### src/hw/op_mode_map.vh
// register offsets, field positions, reset values and codes for the mode controller
`ifndef OP_MODE_MAP_VH
`define OP_MODE_MAP_VH

// ****************************************************************
// register byte offsets
// ****************************************************************
`define PMC_OFF          4'h0
`define OPT_OFF          4'h4
`define STAT_OFF         4'h8

// ****************************************************************
// field positions
// ****************************************************************
`define PMC_PPDS_BIT     0
`define PMC_ACK_BIT      1
`define PMC_WAKE_BIT     2
`define OPT_STOP_BIT     0
`define OPT_DBG_BIT      1
`define OPT_LVD_BIT      2

// ****************************************************************
// reset values
// ****************************************************************
`define PMC_RST          1'b0
`define OPT_RST          3'h0

// ****************************************************************
// modes
// ****************************************************************
`define MODE_INIT        3'h0
`define MODE_RUN         3'h1
`define MODE_BKG         3'h2
`define MODE_WAIT        3'h3
`define MODE_LSTOP       3'h4
`define MODE_DSTOP       3'h5

// ****************************************************************
// serial debug command classes
// ****************************************************************
`define CMD_MEM          3'h0
`define CMD_MEM_STAT     3'h1
`define CMD_DBG_REG      3'h2
`define CMD_HALT         3'h3
`define CMD_CPU_REG      3'h4
`define CMD_TRACE        3'h5
`define CMD_GO           3'h6

// ****************************************************************
// misc constants
// ****************************************************************
`define RESET_VECTOR     16'hFFFE
`define RESP_OKAY        2'h0
`define RESP_SLVERR      2'h2

`endif

### src/hw/pin_sync2.v
// two flip-flop synchroniser for one asynchronous pin
`timescale 1ns/100ps
module pin_sync2
(
    // clock and reset
    input  wire mclk_i,
    input  wire sys_rst_i,
    // pin side
    input  wire async_i,
    // clock side
    output wire sync_o
);
    reg meta_q;
    reg sync_q;

    // no reset: the strap level must reach the far flop while reset is held
    always @(posedge mclk_i)
    begin
        meta_q <= async_i;
        sync_q <= meta_q;
    end

    assign sync_o = sync_q;
endmodule

### src/hw/operating_mode_control.v
// operating mode sequencer: run, background, wait and two stop modes
// Behaviour
// - pin high at reset release gives run
// - run start fetches reset vector 0xFFFE
// - four events enter background mode
// - background mode keeps cpu suspended
// - non-intrusive commands accepted in run, background
// - cpu, trace, go commands background only
// - wait stops cpu clock, system runs
// - wait entry clears interrupt mask
// - interrupt leaves wait, starts stacking
// - wait accepts only halt and status-access
// - status access in wait/stop returns error
// - halt command in wait enters background
// - stop with option set halts clocks
// - stop with option clear forces reset
// - select bit one gives deep stop
// - light stop keeps circuits powered
// - only deep and light stop exist
// - low-voltage detect in stop forces light
// - debug-in-stop forces light, debug clocked
// - deep wake sets flag, holds pins
`timescale 1ns/100ps
`include "op_mode_map.vh"
module operating_mode_control
(
    // clock and reset
    input  wire        mclk_i,
    input  wire        sys_rst_i,
    // debug pin (mode select while in reset)
    input  wire        debug_mode_select_pin_i,
    // cpu events
    input  wire        wait_exec_i,
    input  wire        stop_exec_i,
    input  wire        halt_to_debug_instruction_i,
    input  wire        dbg_breakpoint_i,
    input  wire        trace_breakpoint_i,
    input  wire        irq_req_i,
    input  wire        stop_wake_i,
    // serial debug command decode
    input  wire        cmd_valid_i,
    input  wire [2:0]  cmd_class_i,
    output reg         cmd_done_o,
    output reg         cmd_refused_o,
    output reg         cmd_stop_err_o,
    output reg         mem_access_o,
    // cpu and power controls
    output wire [2:0]  mode_o,
    output wire        cpu_clk_en_o,
    output wire        sys_clk_en_o,
    output wire        dbg_clk_en_o,
    output wire        reg_full_o,
    output wire        deep_off_o,
    output wire        pins_held_o,
    output reg         fetch_vector_o,
    output wire [15:0] vector_addr_o,
    output reg         clr_imask_o,
    output reg         irq_stack_o,
    output reg         illegal_rst_o,
    output reg         trace_step_o,
    // axi4-lite slave
    input  wire [3:0]  s_axi_awaddr,
    input  wire        s_axi_awvalid,
    output wire        s_axi_awready,
    input  wire [31:0] s_axi_wdata,
    input  wire [3:0]  s_axi_wstrb,
    input  wire        s_axi_wvalid,
    output wire        s_axi_wready,
    output reg  [1:0]  s_axi_bresp,
    output reg         s_axi_bvalid,
    input  wire        s_axi_bready,
    input  wire [3:0]  s_axi_araddr,
    input  wire        s_axi_arvalid,
    output wire        s_axi_arready,
    output reg  [31:0] s_axi_rdata,
    output reg  [1:0]  s_axi_rresp,
    output reg         s_axi_rvalid,
    input  wire        s_axi_rready
);
    // ****************************************************************
    // state
    // ****************************************************************
    reg  [2:0]  mode_q;
    reg         strap_q;
    reg         ppds_q;
    reg         wake_flag_q;
    reg         pin_hold_q;
    reg         stop_allow_q;
    reg         dbg_stop_q;
    reg         lvd_stop_q;
    reg         dbg_in_stop_q;
    reg  [3:0]  aw_addr_q;
    reg         aw_have_q;
    reg  [31:0] w_data_q;
    reg  [3:0]  w_strb_q;
    reg         w_have_q;
    wire        pin_sync;
    wire        wr_go;
    wire        ack_wr;
    wire        halt_cmd;
    wire        bkg_event;
    wire        in_stop;

    pin_sync2 u_pin_sync
    (
        .mclk_i    (mclk_i),
        .sys_rst_i (sys_rst_i),
        .async_i   (debug_mode_select_pin_i),
        .sync_o    (pin_sync)
    );

    function is_nonintrusive;
        input [2:0] c;
        begin
            is_nonintrusive = (c == `CMD_MEM) || (c == `CMD_MEM_STAT) ||
                              (c == `CMD_DBG_REG) || (c == `CMD_HALT);
        end
    endfunction

    function [31:0] zext3;
        input [2:0] v;
        begin
            zext3 = {29'h0000_0000, v};
        end
    endfunction

    // ****************************************************************
    // axi4-lite write path
    // ****************************************************************
    // address and data are caught independently, in either order
    assign s_axi_awready = !aw_have_q && !s_axi_bvalid;
    assign s_axi_wready  = !w_have_q && !s_axi_bvalid;
    assign wr_go         = aw_have_q && w_have_q && !s_axi_bvalid;
    assign ack_wr        = wr_go && (aw_addr_q == `PMC_OFF) && w_strb_q[0] &&
                           w_data_q[`PMC_ACK_BIT];

    always @(posedge mclk_i)
    begin
        if (sys_rst_i)
        begin
            aw_have_q    <= 1'b0;
            w_have_q     <= 1'b0;
            aw_addr_q    <= 4'h0;
            w_data_q     <= 32'h0000_0000;
            w_strb_q     <= 4'h0;
            s_axi_bvalid <= 1'b0;
            s_axi_bresp  <= `RESP_OKAY;
            ppds_q       <= `PMC_RST;
            stop_allow_q <= 1'b0;
            dbg_stop_q   <= 1'b0;
            lvd_stop_q   <= 1'b0;
        end
        else
        begin
            if (s_axi_awvalid && s_axi_awready)
            begin
                aw_addr_q <= s_axi_awaddr;
                aw_have_q <= 1'b1;
            end
            if (s_axi_wvalid && s_axi_wready)
            begin
                w_data_q <= s_axi_wdata;
                w_strb_q <= s_axi_wstrb;
                w_have_q <= 1'b1;
            end
            if (wr_go)
            begin
                aw_have_q    <= 1'b0;
                w_have_q     <= 1'b0;
                s_axi_bvalid <= 1'b1;
                s_axi_bresp  <= `RESP_OKAY;
                case (aw_addr_q)
                    `PMC_OFF:
                    begin
                        if (w_strb_q[0])
                            ppds_q <= w_data_q[`PMC_PPDS_BIT];
                    end
                    `OPT_OFF:
                    begin
                        if (w_strb_q[0])
                        begin
                            stop_allow_q <= w_data_q[`OPT_STOP_BIT];
                            dbg_stop_q   <= w_data_q[`OPT_DBG_BIT];
                            lvd_stop_q   <= w_data_q[`OPT_LVD_BIT];
                        end
                    end
                    `STAT_OFF:
                    begin
                        s_axi_bresp <= `RESP_OKAY;
                    end
                    default:
                    begin
                        s_axi_bresp <= `RESP_SLVERR;
                    end
                endcase
            end
            else if (s_axi_bvalid && s_axi_bready)
            begin
                s_axi_bvalid <= 1'b0;
            end
        end
    end

    // ****************************************************************
    // axi4-lite read path
    // ****************************************************************
    assign s_axi_arready = !s_axi_rvalid;

    always @(posedge mclk_i)
    begin
        if (sys_rst_i)
        begin
            s_axi_rvalid <= 1'b0;
            s_axi_rdata  <= 32'h0000_0000;
            s_axi_rresp  <= `RESP_OKAY;
        end
        else if (s_axi_arvalid && s_axi_arready)
        begin
            s_axi_rvalid <= 1'b1;
            s_axi_rresp  <= `RESP_OKAY;
            case (s_axi_araddr)
                // acknowledge bit always reads back zero
                `PMC_OFF:
                    s_axi_rdata <= zext3({wake_flag_q, 1'b0, ppds_q});
                `OPT_OFF:
                    s_axi_rdata <= zext3({lvd_stop_q, dbg_stop_q, stop_allow_q});
                `STAT_OFF:
                    s_axi_rdata <= {24'h00_0000, 1'b0, pin_hold_q, strap_q, 2'b00,
                                    mode_q};
                default:
                begin
                    s_axi_rdata <= 32'h0000_0000;
                    s_axi_rresp <= `RESP_SLVERR;
                end
            endcase
        end
        else if (s_axi_rvalid && s_axi_rready)
        begin
            s_axi_rvalid <= 1'b0;
        end
    end

    // ****************************************************************
    // mode sequencer
    // ****************************************************************
    assign halt_cmd  = cmd_valid_i && (cmd_class_i == `CMD_HALT);
    assign bkg_event = halt_cmd || halt_to_debug_instruction_i ||
                       dbg_breakpoint_i || trace_breakpoint_i;
    assign in_stop   = (mode_q == `MODE_LSTOP) || (mode_q == `MODE_DSTOP);

    always @(posedge mclk_i)
    begin
        if (sys_rst_i)
        begin
            mode_q         <= `MODE_INIT;
            strap_q        <= 1'b1;
            dbg_in_stop_q  <= 1'b0;
            wake_flag_q    <= 1'b0;
            pin_hold_q     <= 1'b0;
            fetch_vector_o <= 1'b0;
            clr_imask_o    <= 1'b0;
            irq_stack_o    <= 1'b0;
            illegal_rst_o  <= 1'b0;
        end
        else
        begin
            fetch_vector_o <= 1'b0;
            clr_imask_o    <= 1'b0;
            irq_stack_o    <= 1'b0;
            illegal_rst_o  <= 1'b0;
            // acknowledge releases the pins; a fresh deep wake wins over it
            if (ack_wr && (mode_q != `MODE_DSTOP))
            begin
                wake_flag_q <= 1'b0;
                pin_hold_q  <= 1'b0;
            end
            case (mode_q)
                `MODE_INIT:
                begin
                    // single decision on the first edge after release
                    strap_q <= pin_sync;
                    if (pin_sync)
                    begin
                        mode_q         <= `MODE_RUN;
                        fetch_vector_o <= 1'b1;
                    end
                    else
                    begin
                        mode_q <= `MODE_BKG;
                    end
                end
                `MODE_RUN:
                begin
                    if (bkg_event)
                    begin
                        mode_q <= `MODE_BKG;
                    end
                    else if (wait_exec_i)
                    begin
                        mode_q      <= `MODE_WAIT;
                        clr_imask_o <= 1'b1;
                    end
                    else if (stop_exec_i)
                    begin
                        if (!stop_allow_q)
                            illegal_rst_o <= 1'b1;
                        else if (lvd_stop_q || dbg_stop_q || !ppds_q)
                        begin
                            mode_q        <= `MODE_LSTOP;
                            dbg_in_stop_q <= dbg_stop_q;
                        end
                        else
                        begin
                            mode_q     <= `MODE_DSTOP;
                            pin_hold_q <= 1'b1;
                        end
                    end
                end
                `MODE_BKG:
                begin
                    // only the go command releases the suspended cpu
                    if (cmd_valid_i && (cmd_class_i == `CMD_GO))
                        mode_q <= `MODE_RUN;
                end
                `MODE_WAIT:
                begin
                    if (halt_cmd)
                    begin
                        mode_q <= `MODE_BKG;
                    end
                    else if (irq_req_i)
                    begin
                        mode_q      <= `MODE_RUN;
                        irq_stack_o <= 1'b1;
                    end
                end
                `MODE_LSTOP:
                begin
                    // halt wakes only when debug clocks were kept alive
                    if (halt_cmd && dbg_in_stop_q)
                    begin
                        mode_q        <= `MODE_BKG;
                        dbg_in_stop_q <= 1'b0;
                    end
                    else if (stop_wake_i)
                    begin
                        mode_q        <= `MODE_RUN;
                        irq_stack_o   <= 1'b1;
                        dbg_in_stop_q <= 1'b0;
                    end
                end
                `MODE_DSTOP:
                begin
                    // deep wake restarts as from power-on, pins stay latched
                    if (stop_wake_i)
                    begin
                        mode_q         <= `MODE_RUN;
                        fetch_vector_o <= 1'b1;
                        wake_flag_q    <= 1'b1;
                    end
                end
                default:
                begin
                    mode_q <= `MODE_INIT;
                end
            endcase
        end
    end

    // ****************************************************************
    // serial command gating
    // ****************************************************************
    always @(posedge mclk_i)
    begin
        if (sys_rst_i)
        begin
            cmd_done_o     <= 1'b0;
            cmd_refused_o  <= 1'b0;
            cmd_stop_err_o <= 1'b0;
            mem_access_o   <= 1'b0;
            trace_step_o   <= 1'b0;
        end
        else
        begin
            cmd_done_o     <= 1'b0;
            cmd_refused_o  <= 1'b0;
            cmd_stop_err_o <= 1'b0;
            mem_access_o   <= 1'b0;
            trace_step_o   <= 1'b0;
            if (cmd_valid_i)
            begin
                if ((mode_q == `MODE_WAIT) || in_stop)
                begin
                    if (cmd_class_i == `CMD_MEM_STAT)
                    begin
                        cmd_done_o     <= 1'b1;
                        cmd_stop_err_o <= 1'b1;
                    end
                    else if (halt_cmd && ((mode_q == `MODE_WAIT) || dbg_in_stop_q))
                        cmd_done_o <= 1'b1;
                    else
                        cmd_refused_o <= 1'b1;
                end
                else if ((mode_q == `MODE_RUN) && !is_nonintrusive(cmd_class_i))
                begin
                    cmd_refused_o <= 1'b1;
                end
                else if (mode_q == `MODE_INIT)
                begin
                    cmd_refused_o <= 1'b1;
                end
                else
                begin
                    cmd_done_o   <= 1'b1;
                    mem_access_o <= (cmd_class_i == `CMD_MEM) ||
                                    (cmd_class_i == `CMD_MEM_STAT);
                    trace_step_o <= (mode_q == `MODE_BKG) &&
                                    (cmd_class_i == `CMD_TRACE);
                end
            end
        end
    end

    // ****************************************************************
    // clock and power controls
    // ****************************************************************
    assign mode_o        = mode_q;
    assign vector_addr_o = `RESET_VECTOR;
    assign cpu_clk_en_o  = (mode_q == `MODE_RUN) || trace_step_o;
    assign sys_clk_en_o  = !in_stop;
    assign dbg_clk_en_o  = !in_stop || dbg_in_stop_q;
    // regulator stays full in light stop when debug or lvd needs it
    assign reg_full_o    = !in_stop || dbg_in_stop_q ||
                           ((mode_q == `MODE_LSTOP) && lvd_stop_q);
    assign deep_off_o    = (mode_q == `MODE_DSTOP);
    assign pins_held_o   = pin_hold_q;
endmodule

### config.mk
export PLATFORM = sky130hd
export DESIGN_NAME = operating_mode_control
export DESIGN_NICKNAME = d
export VERILOG_FILES = /design/src/hw/pin_sync2.v /design/src/hw/operating_mode_control.v
export VERILOG_INCLUDE_DIRS = /design/src /design/src/hw
export SDC_FILE = /design/constraint.sdc
export NUM_CORES = 1
export LEC_CHECK = 0
export ABC_AREA = 1
export BUFFER_PORTS_ARGS = -buffer_cell sky130_fd_sc_hd__buf_2
export CORE_UTILIZATION = 35
export CTS_BUF_LIST = sky130_fd_sc_hd__clkbuf_8
export CTS_CLUSTER_DIAMETER = 40
export DETAILED_ROUTE_END_ITERATION = 7
export PLACE_DENSITY_LB_ADDON = 0.05
export SLEW_MARGIN = 10
export SYNTH_ARGS = -nofsm -noshare
export SYNTH_HDL_FRONTEND = slang
export SYNTH_SLANG_ARGS = --single-unit
### constraint.sdc
create_clock -name mclk_i -period 1 [get_ports mclk_i]
set_input_delay 0.05 -clock mclk_i [delete_from_list [all_inputs] [get_ports mclk_i]]
set_output_delay 0.05 -clock mclk_i [all_outputs]
set_load 0.005 [all_outputs]
==> impl_metrics.yaml, run 1 <==
die:
  initial_core_util_pct: 36.6
  die_h_um: 80.9
  die_x_um: 80.9
  ioPinCount: 138
  core_sq_um: 5960
  num_rows: 28
  die-area_sq_um: 6550
synthesis:
  synth_area_sq_um: 2180
  yosysSeqAreaShare_pct: 37.6
  synth.area.top_cells: "dfxtp_1 38%, buf_4 15%, nand2_1 8.8%, nor2_1 8.6%, inv_1 6.0%"
  syn_inst: 319
  synth.top_cell.area_share_pct: 37.6
  synth_top_area_cell: "dfxtp_1"
  synth.avg_cell_area_sq_um: 6.84
  synth_cell_type_count: 25
  ys_ff_latch: 41
  yosysWarnings: 0
cells_and_area:
  area_growth_pct: 61.3
  utilization_pct: 59.1
  drive_above_1_share_pct: 50.3
  instances_no_fill: 526
  final_cell_area_sq_um: 3520
  final_common_cell: "buf_2"
  final_cell_mix: "58 x buf_2, 45 x conb_1, 42 x buf_4"
  final_nets: 513
  nFillCells: 565
  diodes: 0
  multi_input_area_sq_um: 1370
  final-seq-area_sq_um: 838
cts:
  cts_tree: "yes"
  ctsHtreeMaxLevel: 2
  cts.sinks: 41
  clk_latency_ns: 0.30
  numCtsBuffers: 5
  clk_pin_slew_ns: 0.08
  clock-root-buffer: "clkbuf_8"
  cts_buffer_depth: 2
global_route:
  grt.total_usage_pct: 17.4
  grt_pass1_wl_mm: 8.68
  grt_max_degree: 14
  antenna_found_initial: 0
  grt_remaining_overflow: 0
  grt_pass1_vias: 1936
critical_path:
  cp-end-kind: "primary output"
  rr_worst_depth: 9
  r2r-end: "mode_o[0]$_SDFFE_PP0P_"
  path_class: "reg2out"
  worstReg2RegStart: "mode_o[0]$_SDFFE_PP0P_"
  worstSetupEndpoint: "reg_full_o"
  critPathLaunchType: "register"
  slowest_delay_ns: 0.38
  cpMostUsedCell: "nand2_4"
  critPathSlowestCell: "dfxtp_4"
  critPathRequiredTime_ns: 0.95
  critical_path.startpoint: "mode_o[1]$_SDFFE_PP0P_"
  reg2reg_setup_slack_ns: -0.24
  crit_chain: "nor2_4, nand2_4, nand2_4, o211ai_1, buf_2"
  cp_max_fo: 5
  cp.arrival_ns: 1.24
pwr:
  p_comb_share_pct: 40.6
  total_power_w: 0.00575
  p_int_w: 0.00376
  p_clk_share_pct: 24.8
  ir_worst_vdd_mv: 0.901
  seq_power_share_pct: 34.7
  net-switching-power_w: 0.00199
  leakagePower_nw: 1.74
  pwr_density_cell_nw_per_um2: 1640
  p_sw_share_pct: 34.7
placed_design:
  place.gp.congestion: 0.840
  dp_cells: 488
  dp_hpwl_mm: 4.03
  io_buffers: 60
  placed_cell_area_sq_um: 2750
job:
  cap_viol_max_count: 0
timing:
  drv_slew: 0
  finalWorstSetupSlack_ns: -0.287
  rsz0062_at_grt: "true"
  hold_viol: 0
  setup_viol: 26
  max_freq_mhz: 777
  period_needed_ns: 1.29
  skew_ns: 0.00729
  fin_hold_ws_ns: 0.00305
  final.period_utilization_pct: 129
worst_hold_path:
  min_path_type: "in2reg"
routing:
  drc_errors: 0
  via_per_inst: 4.30
  vias: 2263
  post_drt_wl_per_cell_um: 11.0
  ant_nets: 0
  drtIter0Drc: 77
  drt-pass1-iter-count: 6
  totalWireLength_mm: 5.78
outcome:
  status: "finished, violations left"
  violations: "setup timing"
-- worst max-delay path, delay by kind of cell, from the launching register on --
| kind | cells | cell delay [ns] |
|---|---|---|
| DFF | 1 | 0.38 |
| and+or+nand+nor | 3 | 0.34 |
| buffers and inverters | 1 | 0.14 |
| AOI/OAI and AO/OA | 1 | 0.09 |
-- worst min-delay path by stage --
stage / startpoint / end / slack (ns) / depth (start not counted)
floorplan: debug_mode_select_pin_i / u_pin_sync.meta_q$_DFF_P_ / 0.08 / 0
finish: wait_exec_i / clr_imask_o$_SDFF_PP0_ / 0.003 / 3
global placement: debug_mode_select_pin_i / u_pin_sync.meta_q$_DFF_P_ / 0.15 / 1
detailed placement: debug_mode_select_pin_i / u_pin_sync.meta_q$_DFF_P_ / 0.15 / 1
global route: irq_req_i / irq_stack_o$_SDFF_PP0_ / 0.005 / 3
CTS: wait_exec_i / clr_imask_o$_SDFF_PP0_ / 0.004 / 3
-- per-stage QoR --
stage               setup WS [ns]  setup TNS, ns
floorplan                 -0.0837         -0.535
global placement           -0.203          -2.72
detailed placement         -0.245          -2.76
CTS                        -0.302          -4.08
global route               -0.334          -6.22
finish                     -0.287          -4.33
-- layout make-up --
type	count	area share (%)
multi-input cells	232	38.9
repair buffers	129	26.2
flip-flops and latches	41	23.8
inverters	41	5.02
well taps	75	2.67
clock buffers	6	2.35
clock inverters	2	1.03
-- flip-flops by register name, summed over array words and instances, names as in the netlist, 3 cells and up --
register and cells:
s_axi_rdata 5, aw_addr_q 4, mode_o 3, w_data_q 3
-- cell families (layout without fill, tap and decap cells) --
| group | after synthesis | after routing | share of synthesized area, % |
|---|---|---|---|
| AO/OA/AOI/OAI | 45 | 45 | 10.7 |
| other | 2 | 45 | 0.344 |
| flip-flops | 41 | 41 | 37.6 |
| AND/OR/NAND/NOR | 142 | 142 | 28.2 |
| buffers and inverters | 89 | 178 | 23.1 |
-- cells in the mapped netlist, drive strengths merged --
master  number
a21oi       20
buf         46
clkbuf       2
clkinv       1
conb         2
dfxtp       41
inv         40
nand2       54
nand3       25
nand4        2
nor2        53
nor3         7
o211ai       1
o21a         1
o21ai       23
or2          1
-- per-layer routing --
layer | wire (um) | share of wire, % | GRT usage, % | vias up
li1 | - | - | - | 1179
met1 | 2610 | 45 | 22.5 | 1015
met2 | 2850 | 49 | 28.5 | 62
met3 | 241 | 4.2 | 4.04 | 7
met4 | 76 | 1.3 | 5.36 | 0
met5 | 0 | 0 | 0 | -
-- power groups by stage --
stage	sequential, W	combinational, W	clock (W)
after floorplan	0.00202	0.00100	0
after global placement	0.00202	0.00150	0
after detailed placement	0.00202	0.00150	0
after CTS	0.00198	0.00200	0.00146
after global routing	0.00202	0.00254	0.00152
final	0.00199	0.00233	0.00143
-- what timing repair did --
action	in CTS	in global routing
setup endpoints to repair	35	43
cloned	0	0
endpoints found under the hold margin	10	0
buffers inserted	18	9
hold buffers	9	0
gates resized for setup	57	74
pin swaps	24	33
(Power assumes the default switching activity.)
==> run 2: changes to the inputs <==
--- a/config.mk
+++ b/config.mk
@@ -13,6 +13,7 @@
 export CTS_CLUSTER_DIAMETER = 40
 export DETAILED_ROUTE_END_ITERATION = 7
 export PLACE_DENSITY_LB_ADDON = 0.05
+export SKIP_LAST_GASP = 1
 export SLEW_MARGIN = 10
 export SYNTH_ARGS = -nofsm -noshare
 export SYNTH_HDL_FRONTEND = slang
==> run 2 against run 1 <==
Effect of this change: the flow still finishes with violations (setup timing); count of clock-buffer cells in the layout unchanged; clock power barely moved; via count grew 0.35%; non-clock buffer count down 1; sequential power barely moved; first-iteration DRC count down 14%; wire length shrank 0.68%; combinational power decreased by 4%; sequential share of layout area is 0.38 points higher; flip-flop and latch count is the same; power decreased by 1.6%; critical endpoint unchanged; largest cell class unchanged.
==> impl_metrics.yaml, run 2 (synthesis gave the netlist of run 1 again) <==
outcome:
  status: "finished, violations left"
  violations: "setup timing"
timing:
  period_needed_ns: 1.29
  skew_ns: 0.00853
  finalSetupTns_ns: -4.46
  final.period_utilization_pct: 129
  rsz0062_at_grt: "true"
  finalWorstSetupSlack_ns: -0.288
  hold_viol: 0
  drv_slew: 0
  fin_hold_ws_ns: 0.000568
  max_freq_mhz: 776
  setup_viol: 26
cells_and_area:
  nFillCells: 581
  diodes: 0
  area_growth_pct: 58.3
  largest_register_ffs: 5
  regMostFlops: "s_axi_rdata"
  final_cell_mix: "58 x buf_2, 45 x conb_1, 42 x buf_4"
  final_common_cell: "buf_2"
  top_regs: "s_axi_rdata x5, aw_addr_q x4"
  final_nets: 512
  drive_above_1_share_pct: 47.8
global_route:
  grt_pass1_wl_mm: 8.67
  grt_max_degree: 14
  grt_pass1_vias: 1947
  grt.total_usage_pct: 17.4
  antenna_found_initial: 0
  grt_remaining_overflow: 0
die:
  die_h_um: 80.9
  die-area_sq_um: 6550
  num_rows: 28
  die_x_um: 80.9
  core_sq_um: 5960
  ioPinCount: 138
  initial_core_util_pct: 36.6
critical_path:
  path_class: "reg2out"
  worstReg2RegStart: "mode_o[1]$_SDFFE_PP0P_"
  critPathSlowestCell: "dfxtp_4"
  cp-end-kind: "primary output"
  slowest_delay_ns: 0.38
  cpMostUsedCell: "nand2_4"
  crit_chain: "nor2_4, nand2_4, nand2_4, o211ai_1, buf_2"
  critical_path.startpoint: "mode_o[1]$_SDFFE_PP0P_"
  cp_max_fo: 5
  path_buf_inv: 1
  cp_top_family: "flip-flops"
  critPathRequiredTime_ns: 0.95
  critPathLaunchType: "register"
  cp.arrival_ns: 1.24
routing:
  vias: 2271
  drc_errors: 0
  drtIter0Drc: 66
  via_per_inst: 4.33
  drt-pass1-iter-count: 6
  totalWireLength_mm: 5.74
  post_drt_wl_per_cell_um: 10.9
  ant_nets: 0
cts:
  cts.sinks: 41
  cts_buffer_depth: 2
  ctsHtreeMaxLevel: 2
  cts_tree: "yes"
  clk_pin_slew_ns: 0.08
  clk_latency_ns: 0.30
  clock-root-buffer: "clkbuf_8"
  numCtsBuffers: 5
pwr:
  total_power_w: 0.00566
  pwr_density_cell_nw_per_um2: 1640
  ir_worst_vdd_mv: 0.877
  leakagePower_nw: 1.72
job:
  cap_viol_max_count: 0
placed_design:
  io_buffers: 60
  dp_hpwl_mm: 4.03
  place.gp.congestion: 0.840
worst_hold_path:
  min_path_type: "in2reg"
  hp-start: "wait_exec_i"
## run 2: where the power goes
part	switching, W	total, W	leakage (nW)	internal (W)
logic	0.00115	0.00224	1.32	0.00109
clock network	0.000605	0.00142	0.0617	0.000814
registers	0.000180	0.00200	0.339	0.00182
## run 2: per-stage QoR
step / setup slack [ns] / area (sq um) / std cells / util [%]
after floorplan: -0.0837 / 2410 / 362 / -
after global placement: -0.203 / 2750 / 488 / 46.2
after detailed placement: -0.245 / 2750 / 488 / 46.2
after CTS: -0.302 / 3250 / 523 / 54.5
after global routing: -0.351 / 3450 / 525 / 58.0
final: -0.288 / 3450 / 525 / 58.0
## run 2: worst min-delay path: cells and delay by family
family	cells	cell delay, ns
buffers and inverters	1	0.11
AND/OR/NAND/NOR	2	0.10
## run 2: layout make-up
type | count | area (sq um) | share of cell area [%]
Clock buffer | 6 | 82.6 | 2.39
Inverter | 41 | 174 | 5.04
Timing Repair Buffer | 128 | 910 | 26.4
Sequential cell | 41 | 836 | 24.2
Multi-Input combinational cell | 232 | 1320 | 38.2
Clock inverter | 2 | 36.3 | 1.05
Tap cell | 75 | 93.8 | 2.72
## run 2: timing repair
item | 4_1_cts | 5_1_grt
pin swaps | 24 | 29
setup buffers | 18 | 8
endpoints found under the setup margin | 35 | 43
endpoints found under the hold margin | 10 | 0
resized for setup | 51 | 62
hold buffers | 9 | 0
## run 2: per-layer routing
metal  track usage, %  vias to the layer above  wire [um]
met4             5.89                        0         79
met1             22.3                     1014       2610
li1                 -                     1179          -
met2             28.3                       71       2780
met3             4.16                        7        267
met5                0                        -          0
## run 2: worst paths after layout
| path | to | slack (ns) | cells after the start |
|---|---|---|---|
| setup / recovery | reg_full_o | -0.29 | 5 |
| hold / removal | clr_imask_o$_SDFF_PP0_ | 0.0006 | 3 |
| setup reg to reg | dbg_in_stop_q$_SDFFE_PP0P_ | -0.25 | 9 |
| hold reg to reg | u_pin_sync.sync_o$_DFF_P_ | 0.33 | 0 |
